`src/core/thermal_throttle_regs.svh`:
```
// constants for the thermal throttle monitor
`ifndef THERMAL_THROTTLE_REGS_SVH
`define THERMAL_THROTTLE_REGS_SVH

// ==========================================================
// duty and period
`define TT_DUTY_W        3
`define TT_AUTO_DUTY     3'h3
`define TT_PERIOD_W      8
// on-demand control word fields
`define TT_CTRL_W        5
`define TT_CTRL_ODM_BIT  4
`define TT_CTRL_DUTY_HI  3
`define TT_CTRL_DUTY_LO  1
`define TT_CTRL_RESET    5'h00
// hysteresis hold in cycles
`define TT_HYST_NS       64
`define TT_CLK_NS        8
`define TT_HYST_CYCLES   ((`TT_HYST_NS + `TT_CLK_NS - 1) / `TT_CLK_NS)
`define TT_HYST_W        4

`endif

```
`src/core/thermal_throttle_pkg.sv`:
```
// types for the thermal throttle monitor
package thermal_throttle_pkg;
  typedef enum logic [1:0] {
    TT_IDLE   = 2'b00,
    TT_ACTIVE = 2'b01,
    TT_COOL   = 2'b11
  } throttle_state_t;
endpackage : thermal_throttle_pkg

```
`src/core/thermal_throttle_monitor.sv`:
```
// thermal throttle monitor: throttle control, alert and catastrophic trip
`timescale 1ns/1ps
`include "thermal_throttle_regs.svh"

// Function
// - auto throttling off until enable set
// - auto activates only near temperature limit
// - active unit alternately stops core clocks
// - modulation period scales with core frequency
// - cool die ends modulation, unit inactive
// - trip has hysteresis against rapid toggling
// - auto duty is fixed constant
// - on-demand bit activates unit immediately
// - control bits select on-fraction in eighths
// - hot auto mode overrides programmed duty
// - alert pin low at thermal limit
// - unit active while hot only with auto enable set; alert alone does not activate it
// - trip point fixed and invisible
// - snoops and interrupts unaffected by throttling
// - interrupt on alert assert and deassert
// - shutdown at catastrophic temperature regardless
// - catastrophic trip held until reset
// - trip independent of processor activity
module thermal_throttle_monitor
  import thermal_throttle_pkg::*;
(
  input  wire logic                    clk,
  input  wire logic                    resetn,
  input  wire logic                    sensor_hot,
  input  wire logic                    sensor_catastrophic,
  input  wire logic                    auto_enable,
  input  wire logic [`TT_CTRL_W-1:0]   thermal_ctrl,
  input  wire logic                    alert_irq_enable,
  input  wire logic [`TT_PERIOD_W-1:0] period_step_cycles,
  output logic                         core_clk_enable,
  output logic                         throttle_active,
  output logic                         thermal_limit_alert_n,
  output logic                         alert_irq,
  output logic                         catastrophic_trip_n,
  output logic                         snoop_service_enable
);
  throttle_state_t         state_q, state_d;
  logic [`TT_HYST_W-1:0]   hyst_q;
  logic                    hot_q;
  logic                    alert_q;
  logic                    irq_q;
  logic                    trip_q;
  logic                    ondemand;
  logic [`TT_DUTY_W-1:0]   prog_duty;
  logic                    auto_hot;
  logic                    run;
  logic [`TT_DUTY_W-1:0]   duty_sel;
  logic                    clk_on;

  // ==========================================================
  // activation decode
  // trip point lives in the sensor; nothing here can set or read it
  assign ondemand  = thermal_ctrl[`TT_CTRL_ODM_BIT];
  assign prog_duty = thermal_ctrl[`TT_CTRL_DUTY_HI:`TT_CTRL_DUTY_LO];
  assign auto_hot  = auto_enable && hot_q;
  assign run       = auto_hot || ondemand;
  // reserved code 0 falls back to the fixed auto duty, never a dead stop
  assign duty_sel  = (auto_hot || prog_duty == '0) ? `TT_AUTO_DUTY
                                                   : prog_duty;

  // ==========================================================
  // hysteresis: hot clears only after sensor stays cool a while
  always_comb begin
    state_d = state_q;
    case (state_q)
      TT_IDLE:   if (sensor_hot) state_d = TT_ACTIVE;
      TT_ACTIVE: if (!sensor_hot) state_d = TT_COOL;
      TT_COOL: begin
        if (sensor_hot) state_d = TT_ACTIVE;
        else if (hyst_q == `TT_HYST_W'(`TT_HYST_CYCLES - 1)) state_d = TT_IDLE;
      end
      default:   state_d = TT_IDLE;
    endcase
  end

  always_ff @(posedge clk) begin
    if (!resetn) begin
      state_q <= TT_IDLE;
      hyst_q  <= '0;
      hot_q   <= 1'b0;
    end else begin
      state_q <= state_d;
      hyst_q  <= (state_q == TT_COOL && !sensor_hot) ? hyst_q + 1'b1 : '0;
      hot_q   <= (state_d != TT_IDLE);
    end
  end

  // ==========================================================
  // clock modulation
  duty_modulator u_mod (
    .clk         (clk),
    .resetn      (resetn),
    .run         (run),
    .duty        (duty_sel),
    .step_cycles (period_step_cycles),
    .clk_on      (clk_on)
  );

  assign core_clk_enable = clk_on;
  assign throttle_active = run;
  // snoop and interrupt latch logic never sees the gate
  assign snoop_service_enable = 1'b1;

  // ==========================================================
  // alert pin, edge interrupt, catastrophic trip
  always_ff @(posedge clk) begin
    if (!resetn) begin
      alert_q <= 1'b0;
      irq_q   <= 1'b0;
      trip_q  <= 1'b0;
    end else begin
      alert_q <= hot_q;
      irq_q   <= alert_irq_enable && (alert_q != hot_q);
      // sticky: only the reset branch clears it
      trip_q  <= trip_q || sensor_catastrophic;
    end
  end

  assign thermal_limit_alert_n = !alert_q;
  assign alert_irq             = irq_q;
  assign catastrophic_trip_n   = !trip_q;

  // ==========================================================
  // checks
  a_trip_sticky: assert property (@(posedge clk) disable iff (!resetn)
    !catastrophic_trip_n |=> !catastrophic_trip_n)
    else $error("catastrophic trip released without reset");
  a_trip_sets: assert property (@(posedge clk) disable iff (!resetn)
    sensor_catastrophic |=> !catastrophic_trip_n)
    else $error("catastrophic trip not raised");
  a_auto_gated: assert property (@(posedge clk) disable iff (!resetn)
    (!auto_enable && !thermal_ctrl[`TT_CTRL_ODM_BIT]) |-> !throttle_active)
    else $error("throttle active without any enable");
  a_ondemand_now: assert property (@(posedge clk) disable iff (!resetn)
    thermal_ctrl[`TT_CTRL_ODM_BIT] |-> throttle_active)
    else $error("on-demand did not activate throttle");
  a_alert_follow: assert property (@(posedge clk) disable iff (!resetn)
    $rose(hot_q) |=> !thermal_limit_alert_n)
    else $error("alert not asserted when hot");
  a_alert_active: assert property (@(posedge clk) disable iff (!resetn)
    (!thermal_limit_alert_n && auto_enable && hot_q) |-> throttle_active)
    else $error("throttle idle while alert asserted");
  a_irq_edges: assert property (@(posedge clk) disable iff (!resetn)
    (alert_irq_enable && $changed(thermal_limit_alert_n)) |-> alert_irq)
    else $error("alert edge missed interrupt");
  // hot may only clear on the last cool cycle of the hold count
  a_hyst_hold: assert property (@(posedge clk) disable iff (!resetn)
    (hot_q && !sensor_hot && !(state_q == TT_COOL
      && hyst_q == `TT_HYST_W'(`TT_HYST_CYCLES - 1))) |=> hot_q)
    else $error("hot cleared without hysteresis");
  a_alert_clear: assert property (@(posedge clk) disable iff (!resetn)
    $fell(hot_q) |=> thermal_limit_alert_n)
    else $error("alert held after die cooled");
  a_prog_duty: assert property (@(posedge clk) disable iff (!resetn)
    (ondemand && !auto_hot && prog_duty != '0) |-> duty_sel == prog_duty)
    else $error("programmed duty not used");
  a_code_zero: assert property (@(posedge clk) disable iff (!resetn)
    (ondemand && prog_duty == '0) |-> duty_sel == `TT_AUTO_DUTY)
    else $error("reserved duty code not mapped");
  a_ondemand_off: assert property (@(posedge clk) disable iff (!resetn)
    (!thermal_ctrl[`TT_CTRL_ODM_BIT] && !(auto_enable && hot_q)) |-> !throttle_active)
    else $error("throttle stayed on after on-demand cleared");
  a_snoop_kept: assert property (@(posedge clk) disable iff (!resetn)
    throttle_active |-> snoop_service_enable)
    else $error("snoop service dropped while throttling");
  a_idle_clock: assert property (@(posedge clk) disable iff (!resetn)
    (!throttle_active) [*2] |-> core_clk_enable)
    else $error("clocks gated while inactive");
  a_auto_override: assert property (@(posedge clk) disable iff (!resetn)
    auto_hot |-> duty_sel == `TT_AUTO_DUTY)
    else $error("auto duty not used while hot");
endmodule : thermal_throttle_monitor

```
`src/core/duty_modulator.sv`:
```
// on/off clock gate generator for k eighths duty
`timescale 1ns/1ps
`include "thermal_throttle_regs.svh"

module duty_modulator (
  input  wire logic                    clk,
  input  wire logic                    resetn,
  input  wire logic                    run,
  input  wire logic [`TT_DUTY_W-1:0]   duty,
  input  wire logic [`TT_PERIOD_W-1:0] step_cycles,
  output logic                         clk_on
);
  logic [`TT_PERIOD_W-1:0] div_q;
  logic [2:0]              eighth_q;
  logic                    step;
  logic                    on_d;
  logic                    clk_on_q;

  // ==========================================================
  // period = 8 * (step_cycles + 1) core clocks, so it tracks core frequency
  assign step = (div_q == step_cycles) || (step_cycles == '0);
  assign on_d = run ? (eighth_q < duty) : 1'b1;

  always_ff @(posedge clk) begin
    if (!resetn || !run) begin
      div_q    <= '0;
      eighth_q <= '0;
    end else if (step) begin
      div_q    <= '0;
      eighth_q <= eighth_q + 3'h1;
    end else begin
      div_q    <= div_q + 1'b1;
    end
  end

  always_ff @(posedge clk) begin
    if (!resetn) begin
      clk_on_q <= 1'b1;
    end else begin
      clk_on_q <= on_d;
    end
  end

  assign clk_on = clk_on_q;
endmodule : duty_modulator

```
`config.mk`:
```
export PLATFORM = sky130hd
export DESIGN_NAME = thermal_throttle_monitor
export DESIGN_NICKNAME = d
export VERILOG_FILES = /design/src/core/thermal_throttle_pkg.sv /design/src/core/thermal_throttle_monitor.sv /design/src/core/duty_modulator.sv
export VERILOG_INCLUDE_DIRS = /design/src /design/src/core
export SDC_FILE = /design/constraint.sdc
export NUM_CORES = 1
export LEC_CHECK = 0
export BUFFER_PORTS_ARGS = -buffer_cell sky130_fd_sc_hd__buf_2
export CAP_MARGIN = 20
export CORE_ASPECT_RATIO = 1.1
export CORE_MARGIN = 5
export CORE_UTILIZATION = 40
export DETAILED_ROUTE_END_ITERATION = 16
export GPL_TIMING_DRIVEN = 0
export PLACE_DENSITY_LB_ADDON = 0.25
export SYNTH_ARGS = -nofsm -noshare
export SYNTH_HDL_FRONTEND = slang
export SYNTH_SLANG_ARGS = --single-unit
```
`constraint.sdc`:
```
create_clock -name clk -period 1.19 [get_ports clk]
set_input_delay 0.2975 -clock clk [delete_from_list [all_inputs] [get_ports clk]]
set_output_delay 0.2975 -clock clk [all_outputs]
set_load 0.03 [all_outputs]
```
## Word level (Yosys, flattened, before mapping)

Cells that the tools add are included.

| word-level totals | value |
|---|---|
| flip-flop bits (word level) | 22 |
| output and inout port bits | 6 |

| operators by class | value |
|---|---|
| add/sub/neg operators | 3 |
| magnitude comparators | 1 |
| eq/ne operators | 5 |
| mux-type cells | 6 |
| reduce and logical (&&, ||, !) cells | 20 |

Operators with widths:

| operator | number |
|---|---|
| 8-bit by 1-bit adder with 8-bit output (second input constant) | 1 |
| 8-bit equality test | 1 |
| 8-bit logical NOT | 1 |
| 2-bit two-way mux | 4 |
| 2-bit case mux with 3 select lines | 1 |
| 1-bit logical NOT | 5 |
| 1-bit logical OR | 5 |
| 4-bit by 1-bit adder with 4-bit output (second input constant) | 1 |
| 4-bit by 3-bit equality test with 1-bit output (second input constant) | 1 |
| 2-bit AND reduction | 2 |
| 3-bit by 1-bit adder with 3-bit output (second input constant) | 1 |
| 1-bit logical AND | 3 |
| 3-bit logical NOT | 1 |
| 3-bit less-than comparator | 1 |
| 3-bit two-way mux | 1 |
| 2-bit by 1-bit equality test with 1-bit output (second input constant) | 1 |
| 2-bit equality test (second input constant) | 1 |
| 2-bit logical NOT | 1 |
| 2-bit nonzero test | 1 |
| 2-bit OR reduction | 1 |
| 1-bit != test | 1 |

## Depth between registers and ports, before layout

Gate-level depths: netlist of the first run.

| logic depth | value |
|---|---|
| depth in word-level cells | 5 |
| mapped depth | 6 |

## By module

A second synthesis of the first run with hierarchy kept.

| unflattened totals | value |
|---|---|
| cells, all modules | 114 |
| area, all modules | 1089.8 um^2 |

By module, submodules not included:

| module | times used | cells an instance | area an instance (um^2) | seq. area each (um^2) |
|---|---|---|---|---|
| duty_modulator | 1 | 75 | 689.4 | 240.2 |
| thermal_throttle_monitor | 1 | 39 | 400.4 | 200.2 |

## Worst setup path after synthesis of the first run

OpenSTA, ideal clock, no wires.

| timing path | value |
|---|---|
| path kind | register -> register |
| start point | register hot_q |
| end point | register u_mod.div_q[2] |
| data arrival time | 1.329 ns |
| slack | -0.205 ns |
| stages on the path, launching flop included | 6 |
| clock period less this slack | 1.395 ns |
| cell sequence | dfxtp_1 a21o_1 and2_1 buf_2 o211ai_1 nor2_1 |

| on the way | value |
|---|---|
| cells in the longest elaborated chain, start to end | 5 |

Ends and longest elaborated chain:

| what | line | text |
|---|---|---|
| start: declaration | thermal_throttle_monitor.sv:44 | `logic hot_q;` |
| start signal: assignment | thermal_throttle_monitor.sv:89 | `hot_q <= (state_d != TT_IDLE);` |
| 1-bit logical AND | thermal_throttle_monitor.sv:60 | `assign auto_hot = auto_enable && hot_q;` |
| 1-bit logical OR | thermal_throttle_monitor.sv:61 | `assign run = auto_hot \|\| ondemand;` |
| net throttle_active | thermal_throttle_monitor.sv:36 | `output logic throttle_active,` |
| 1-bit logical NOT | duty_modulator.sv:25 | `if (!resetn \|\| !run) begin` |
| 1-bit logical OR | duty_modulator.sv:25 |  |
| 2-bit OR reduction (no source line) | n/a |  |
| end signal: assignment | duty_modulator.sv:32 | `div_q <= div_q + 1'b1;` |
| end: declaration | duty_modulator.sv:13 | `` logic [`TT_PERIOD_W-1:0] div_q; `` |

The timed path passes the listed nets, and every way through them passes these cells.
A chain may end at the register's enable or synchronous reset.

## Worst setup path in the final report of the first run

| timing path | value |
|---|---|
| start point | register hot_q |
| end point | output throttle_active |

| on the way | value |
|---|---|
| cells in the longest elaborated chain, start to end | 2 |

Ends and longest elaborated chain:

| what | line |
|---|---|
| 1-bit logical AND | thermal_throttle_monitor.sv:60 |
| 1-bit logical OR | thermal_throttle_monitor.sv:61 |
| end: declaration | thermal_throttle_monitor.sv:36 |

No other way between the ends.

==> out/metrics.yaml, run 1 <==
run:
  drv_cap: 0
route:
  avgRoutedWirePerCell_um: 11.9
  ant_nets: 0
  vias_per_cell: 4.96
  drt-total-wl_um: 2220
  vias: 927
  drt_iter0_markers: 22
  drc: 0
  first_pass_iters: 4
timing:
  hold_violations: 0
  drv_slew: 0
  fmax_mhz: 743
  holdWs_ns: 0.181
  fin_skew_ns: 0.0146
  setup_violations: 13
  worst_slack_ns: -0.156
  period_minus_slack_ns: 1.35
  grt_setup_unrepaired: "true"
  finalCritPeriodShare_pct: 113
synth:
  yosysTopAreaCell: "dfxtp_1"
  ys_types: 33
  syn_nets: 139
  ys.warnings.count: 0
  synthFlopType: "dfxtp_1"
  avgSynthCellArea_sq_um: 9.10
  synth_top_area_share_pct: 42.1
  synth_edf_count: 0
  async_reset_ff_share_pct: 0
  yosys_register_bits: 22
  synthCells: 115
  synthesis.area_sq_mm: 0.00105
  ys_seq_area_share_pct: 42.1
  yosys-top-cells-area: "dfxtp_1 42%, xnor2_1 11%, ha_1 6.0%"
finish:
  diodes: 0
  design_area_sq_mm: 0.00150
  mostFrequentLayoutCells: "18 x buf_4, 18 x buf_2, 11 x nor2_1, 11 x dfxtp_1, 10 x nand2_1"
  nNetsFinal: 181
  final_cells: 187
  multi_input_area_sq_um: 668
  regArea_sq_um: 464
  fill_cells: 210
  area_delta_synth_final_pct: 43.2
  drive_gt1_share_pct: 44.9
critical_path:
  worstPathMaxFanout: 4
  rrSetupSlack_ns: -0.16
  worst_r2r_endpoint: "u_mod.eighth_q[2]$_SDFFE_PN0P_"
  cp_num_buf_inv: 1
  reg2reg_depth: 4
  crit_required_ns: 0.89
  cp_slowest_cell: "dfxtp_4"
  cp_top_family: "flip-flops"
  critPathCaptureType: "output pin"
  reg2reg_from: "u_mod.div_q[7]$_SDFF_PP0_"
  cpPeakStageDelay_ns: 0.39
  crit_arrival_ns: 1.05
  crit_type: "flop to output pin"
  crit_chain: "a21o_4, buf_6"
  start_kind: "flop"
placed_design:
  dpl.hpwl_um: 1580
  dpl_cell_area_sq_mm: 0.00121
  dp.cells: 167
  dp_slack_ns: -0.379
  port-buffer-count: 21
  place.gp.congestion: 0.874
power_and_ir_drop:
  ir_drop_mv: 0.624
  p_leak_nw: 0.638
  power.density_mw_per_mm2: 1040
clock_tree:
  path_clk_slew_ns: 0.14
  cts_tree: "built"
  clock_latency_ns: 0.31
  htree_levels: 1
  clock-sinks: 22
  cts_root_buf: "clkbuf_4"
  cts-buffers-inserted: 3
  postCtsHoldBufs: 0
  clockBufferDepth: 2
hold_path:
  hold_class: "input port to flop"
  whs_path_depth: 2
  hp-start: "sensor_catastrophic"
  worstHoldEndpoint: "trip_q$_SDFF_PN0_"
floorplan:
  num_rows: 19
  start_util_pct: 41.9
  die_w_um: 58.8
  ioPinCount: 25
  core_area_sq_mm: 0.00250
  die_area_sq_mm: 0.00374
  die_h_um: 63.6
status:
  violations: "setup timing"
  status: "finished with violations"
grt:
  grt_first_pass_wirelength_um: 3750
  grt_pass1_vias: 946
  antenna_found_initial: 0
  grt_max_degree: 14
  gr-total-overflow: 0
  grt_usage_pct: 12.4
-- sequential cells by signal, indices dropped and copies added (netlist names) --
register,flops
state_q,2
u_mod.clk_on,1
hyst_q,4
alert_irq,1
hot_q,1
trip_q,1
u_mod.div_q,8
alert_q,1
u_mod.eighth_q,3
-- worst max path at each step --
stage / cells after the start / to / from
finish: 2 / throttle_active / hot_q$_SDFF_PN0_
global route: 4 / u_mod.eighth_q[2]$_SDFFE_PN0P_ / u_mod.div_q[2]$_SDFF_PP0_
CTS: 2 / throttle_active / hot_q$_SDFF_PN0_
detailed placement: 5 / u_mod.div_q[2]$_SDFF_PP0_ / period_step_cycles[7]
global placement: 5 / u_mod.div_q[0]$_SDFF_PP0_ / period_step_cycles[7]
floorplan: 5 / u_mod.div_q[0]$_SDFF_PP0_ / hot_q$_SDFF_PN0_
-- layer usage --
| metal | share of wire (%) | track usage (%) |
|---|---|---|
| met2 | 53 | 21.5 |
| met5 | 0 | 0 |
| met4 | 1.5 | 5.38 |
| met3 | 4.5 | 2.04 |
| met1 | 41 | 14.6 |
-- cell type report --
| cell class | count | area share (%) |
|---|---|---|
| flip-flops and latches | 22 | 31.0 |
| well taps | 31 | 2.59 |
| multi-input cells | 87 | 44.6 |
| inverters | 3 | 0.752 |
| plain buffers | 2 | 0.752 |
| clock inverters | 1 | 2.01 |
| clock buffers | 3 | 1.50 |
| repair buffers | 38 | 16.8 |
-- stage by stage --
stage | TNS [ns] | power [mW] | util [%]
after floorplan | -0.498 | 0.891 | -
after global placement | -3.18 | 0.946 | 48.7
after detailed placement | -3.55 | 0.953 | 48.7
after CTS | -0.739 | 1.57 | 57.2
after global routing | -2.19 | 1.64 | 60.0
final | -0.848 | 1.56 | 60.0
-- repair_timing --
| item | in CTS | in global routing |
|---|---|---|
| pin swaps | 14 | 7 |
| buffers inserted | 14 | 3 |
| gates resized for setup | 18 | 14 |
| setup endpoints to repair | 14 | 17 |
-- synth_stat cells, types with 2 or more instances --
cell	count
nand3_1	5
a2bb2oi_1	2
o21ai_0	2
a21boi_0	2
mux2i_1	2
nor2_1	14
nand4_1	3
nand2_1	11
xnor2_1	13
o21a_1	2
inv_1	3
nor4_1	2
and2_1	2
nand4b_1	2
and3_1	2
dfxtp_1	22
ha_1	5
xor2_1	4
nand2b_1	3
-- report_power, final --
group | switching (mW) | internal, mW | total [mW]
clock | 0.232 | 0.340 | 0.572
sequential | 0.0134 | 0.750 | 0.764
combinational | 0.111 | 0.118 | 0.229
total | 0.356 | 1.21 | 1.56
-- worst register-to-register path, delay by kind of cell, from the launching register on --
| kind | cells | cell delay (ns) |
|---|---|---|
| DFF | 1 | 0.35 |
| and+or+nand+nor | 3 | 0.83 |
| xor gates and xnor gates | 1 | 0.13 |
-- cells by family after synthesis --
kind of cell | share of synthesized area, %
adder cells (fa/ha/maj) | 5.98
XOR/XNOR | 14.2
buffers and inverters | 2.63
multiplexers | 1.91
AO/OA/AOI/OAI | 9.81
AND/OR/NAND/NOR | 23.0
flip-flops | 42.1
other | 0.359
(Power assumes the default switching activity.)
==> run 2: changes to the inputs <==
CORE_UTILIZATION = 43   (was 40)
RECOVER_POWER = 100   (was not set)
==> out/metrics.yaml, run 2 (synthesis results as in run 1) <==
status:
  status: "finished with violations"
  violations: "setup timing"
grt:
  grt_max_degree: 12
  met2_usage_pct: 24.6
  gr-usage-met1_pct: 14.0
  top_usage_layer: "met2"
  grt.met3_usage_pct: 2.89
  gr-total-overflow: 0
  grt_usage_pct: 12.9
  grt_pass1_vias: 897
  grt_first_pass_wirelength_um: 3620
  antenna_found_initial: 0
route:
  drc: 0
  avgRoutedWirePerCell_um: 12.0
  vias_per_cell: 4.94
  drt-total-wl_um: 2180
  drt_iter0_markers: 13
  ant_nets: 0
  vias: 899
  first_pass_iters: 4
clock_tree:
  path_clk_slew_ns: 0.12
  clock_latency_ns: 0.30
  clock-sinks: 22
  cts_root_buf: "clkbuf_4"
  cts-buffers-inserted: 3
  htree_levels: 1
  cts_tree: "built"
  postCtsHoldBufs: 0
  clockBufferDepth: 2
floorplan:
  die_w_um: 57.0
  ioPinCount: 25
  start_util_pct: 45.5
  die_area_sq_mm: 0.00352
  die_h_um: 61.7
  core_area_sq_mm: 0.00230
  num_rows: 18
critical_path:
  critPathCaptureType: "flop"
  crit_type: "flop to flop"
  reg2reg_from: "u_mod.div_q[7]$_SDFF_PP0_"
  rrSetupSlack_ns: -0.14
  critPathLaunch: "u_mod.div_q[7]$_SDFF_PP0_"
  worst_r2r_endpoint: "u_mod.div_q[7]$_SDFF_PP0_"
  crit_arrival_ns: 1.53
  reg2reg_depth: 5
  worstPathMaxFanout: 7
  crit_required_ns: 1.38
  start_kind: "flop"
placed_design:
  port-buffer-count: 21
  place.gp.congestion: 0.795
  dp.cells: 166
  dpl.hpwl_um: 1540
power_and_ir_drop:
  total_power_mw: 1.31
  ir_drop_mv: 0.747
  p_leak_nw: 0.603
  power.density_mw_per_mm2: 910
finish:
  top_regs: "u_mod.div_q (8), hyst_q (4), u_mod.eighth_q (3)"
  area_delta_synth_final_pct: 37.2
  final_cells: 182
  nNetsFinal: 178
  largest_reg_flops: 8
  mostFrequentLayoutCells: "18 x buf_2, 15 x buf_4, 11 x dfxtp_1"
  diodes: 0
  regMostFlops: "u_mod.div_q"
  fill_cells: 204
  final_common_cell: "buf_2"
  drive_gt1_share_pct: 44.1
timing:
  grt_setup_unrepaired: "true"
  worst_slack_ns: -0.142
  fin_skew_ns: 0.0113
  period_minus_slack_ns: 1.33
  hold_violations: 0
  setup_violations: 13
  drv_slew: 0
  fmax_mhz: 751
  finalCritPeriodShare_pct: 112
hold_path:
  whs_path_depth: 2
  hold_class: "input port to flop"
  hp-start: "sensor_catastrophic"
  worstHoldEndpoint: "trip_q$_SDFF_PN0_"
run:
  drv_cap: 0
## run 2: cell types whose count changed in the layout (fill, tap and decap cells not counted), sizes merged
cell,previous run,this run
buf,39,35
bufinv,1,0
clkbuf,4,5
## run 2: metal layers
layer  part of all wire [%]  vias up
li1                       -      470
met1                     43      411
met2                     50       14
met3                    5.1        4
met4                    1.1        0
met5                      0        -
## run 2: final cells by class
| cell class | instances | area, sq um | area share, % |
|---|---|---|---|
| Tap cell | 30 | 37.5 | 2.62 |
| Multi-Input combinational cell | 87 | 663 | 46.2 |
| Timing Repair Buffer | 35 | 225 | 15.7 |
| Clock buffer | 3 | 22.5 | 1.57 |
| Buffer | 2 | 11.3 | 0.785 |
| Inverter | 3 | 11.3 | 0.785 |
| Sequential cell | 22 | 464 | 32.3 |
## run 2: power breakdown
part           switching, mW  internal [mW]  leakage, nW
Clock                  0.211          0.118       0.0138
Sequential            0.0119          0.750        0.185
Combinational          0.108          0.107        0.404
Total                  0.331          0.974        0.603
## run 2: worst max-delay path, stage by stage (launching register included)
cell      delay, ns
dfxtp_2        0.34
xnor2_1        0.16
nand4_1        0.21
o211ai_1       0.26
buf_4          0.21
nor2_1         0.05
## run 2: stage by stage
step	setup TNS [ns]	setup WS, ns	hold slack [ns]	util, %	instance area [sq um]
after floorplan	-0.498	-0.0645	0.418	-	1070
after global placement	-2.89	-0.295	0.432	52.8	1210
after detailed placement	-3.02	-0.303	0.443	52.8	1210
after CTS	-0.454	-0.134	0.211	58.7	1350
after global routing	-2.36	-0.212	0.194	62.5	1440
final	-1.45	-0.142	0.208	62.5	1440
## run 2: how the worst max path moves through the flow
stage                                endpoint  slack [ns]  cells after the start
2_1_floorplan       u_mod.div_q[0]$_SDFF_PP0_       -0.06                      5
3_3_place_gp        u_mod.div_q[0]$_SDFF_PP0_       -0.30                      5
3_5_place_dp        u_mod.div_q[5]$_SDFF_PP0_       -0.30                      5
4_1_cts                       throttle_active       -0.13                      2
5_1_grt        u_mod.eighth_q[2]$_SDFFE_PN0P_       -0.21                      4
6_report            u_mod.div_q[7]$_SDFF_PP0_       -0.14                      5
## run 2: repair_timing
item / CTS / global route
setup buffers: 13 / 1
pin swaps: 7 / 12
gates resized for setup: 11 / 21
hold endpoints to repair: 0 / 0
setup endpoints to repair: 11 / 17
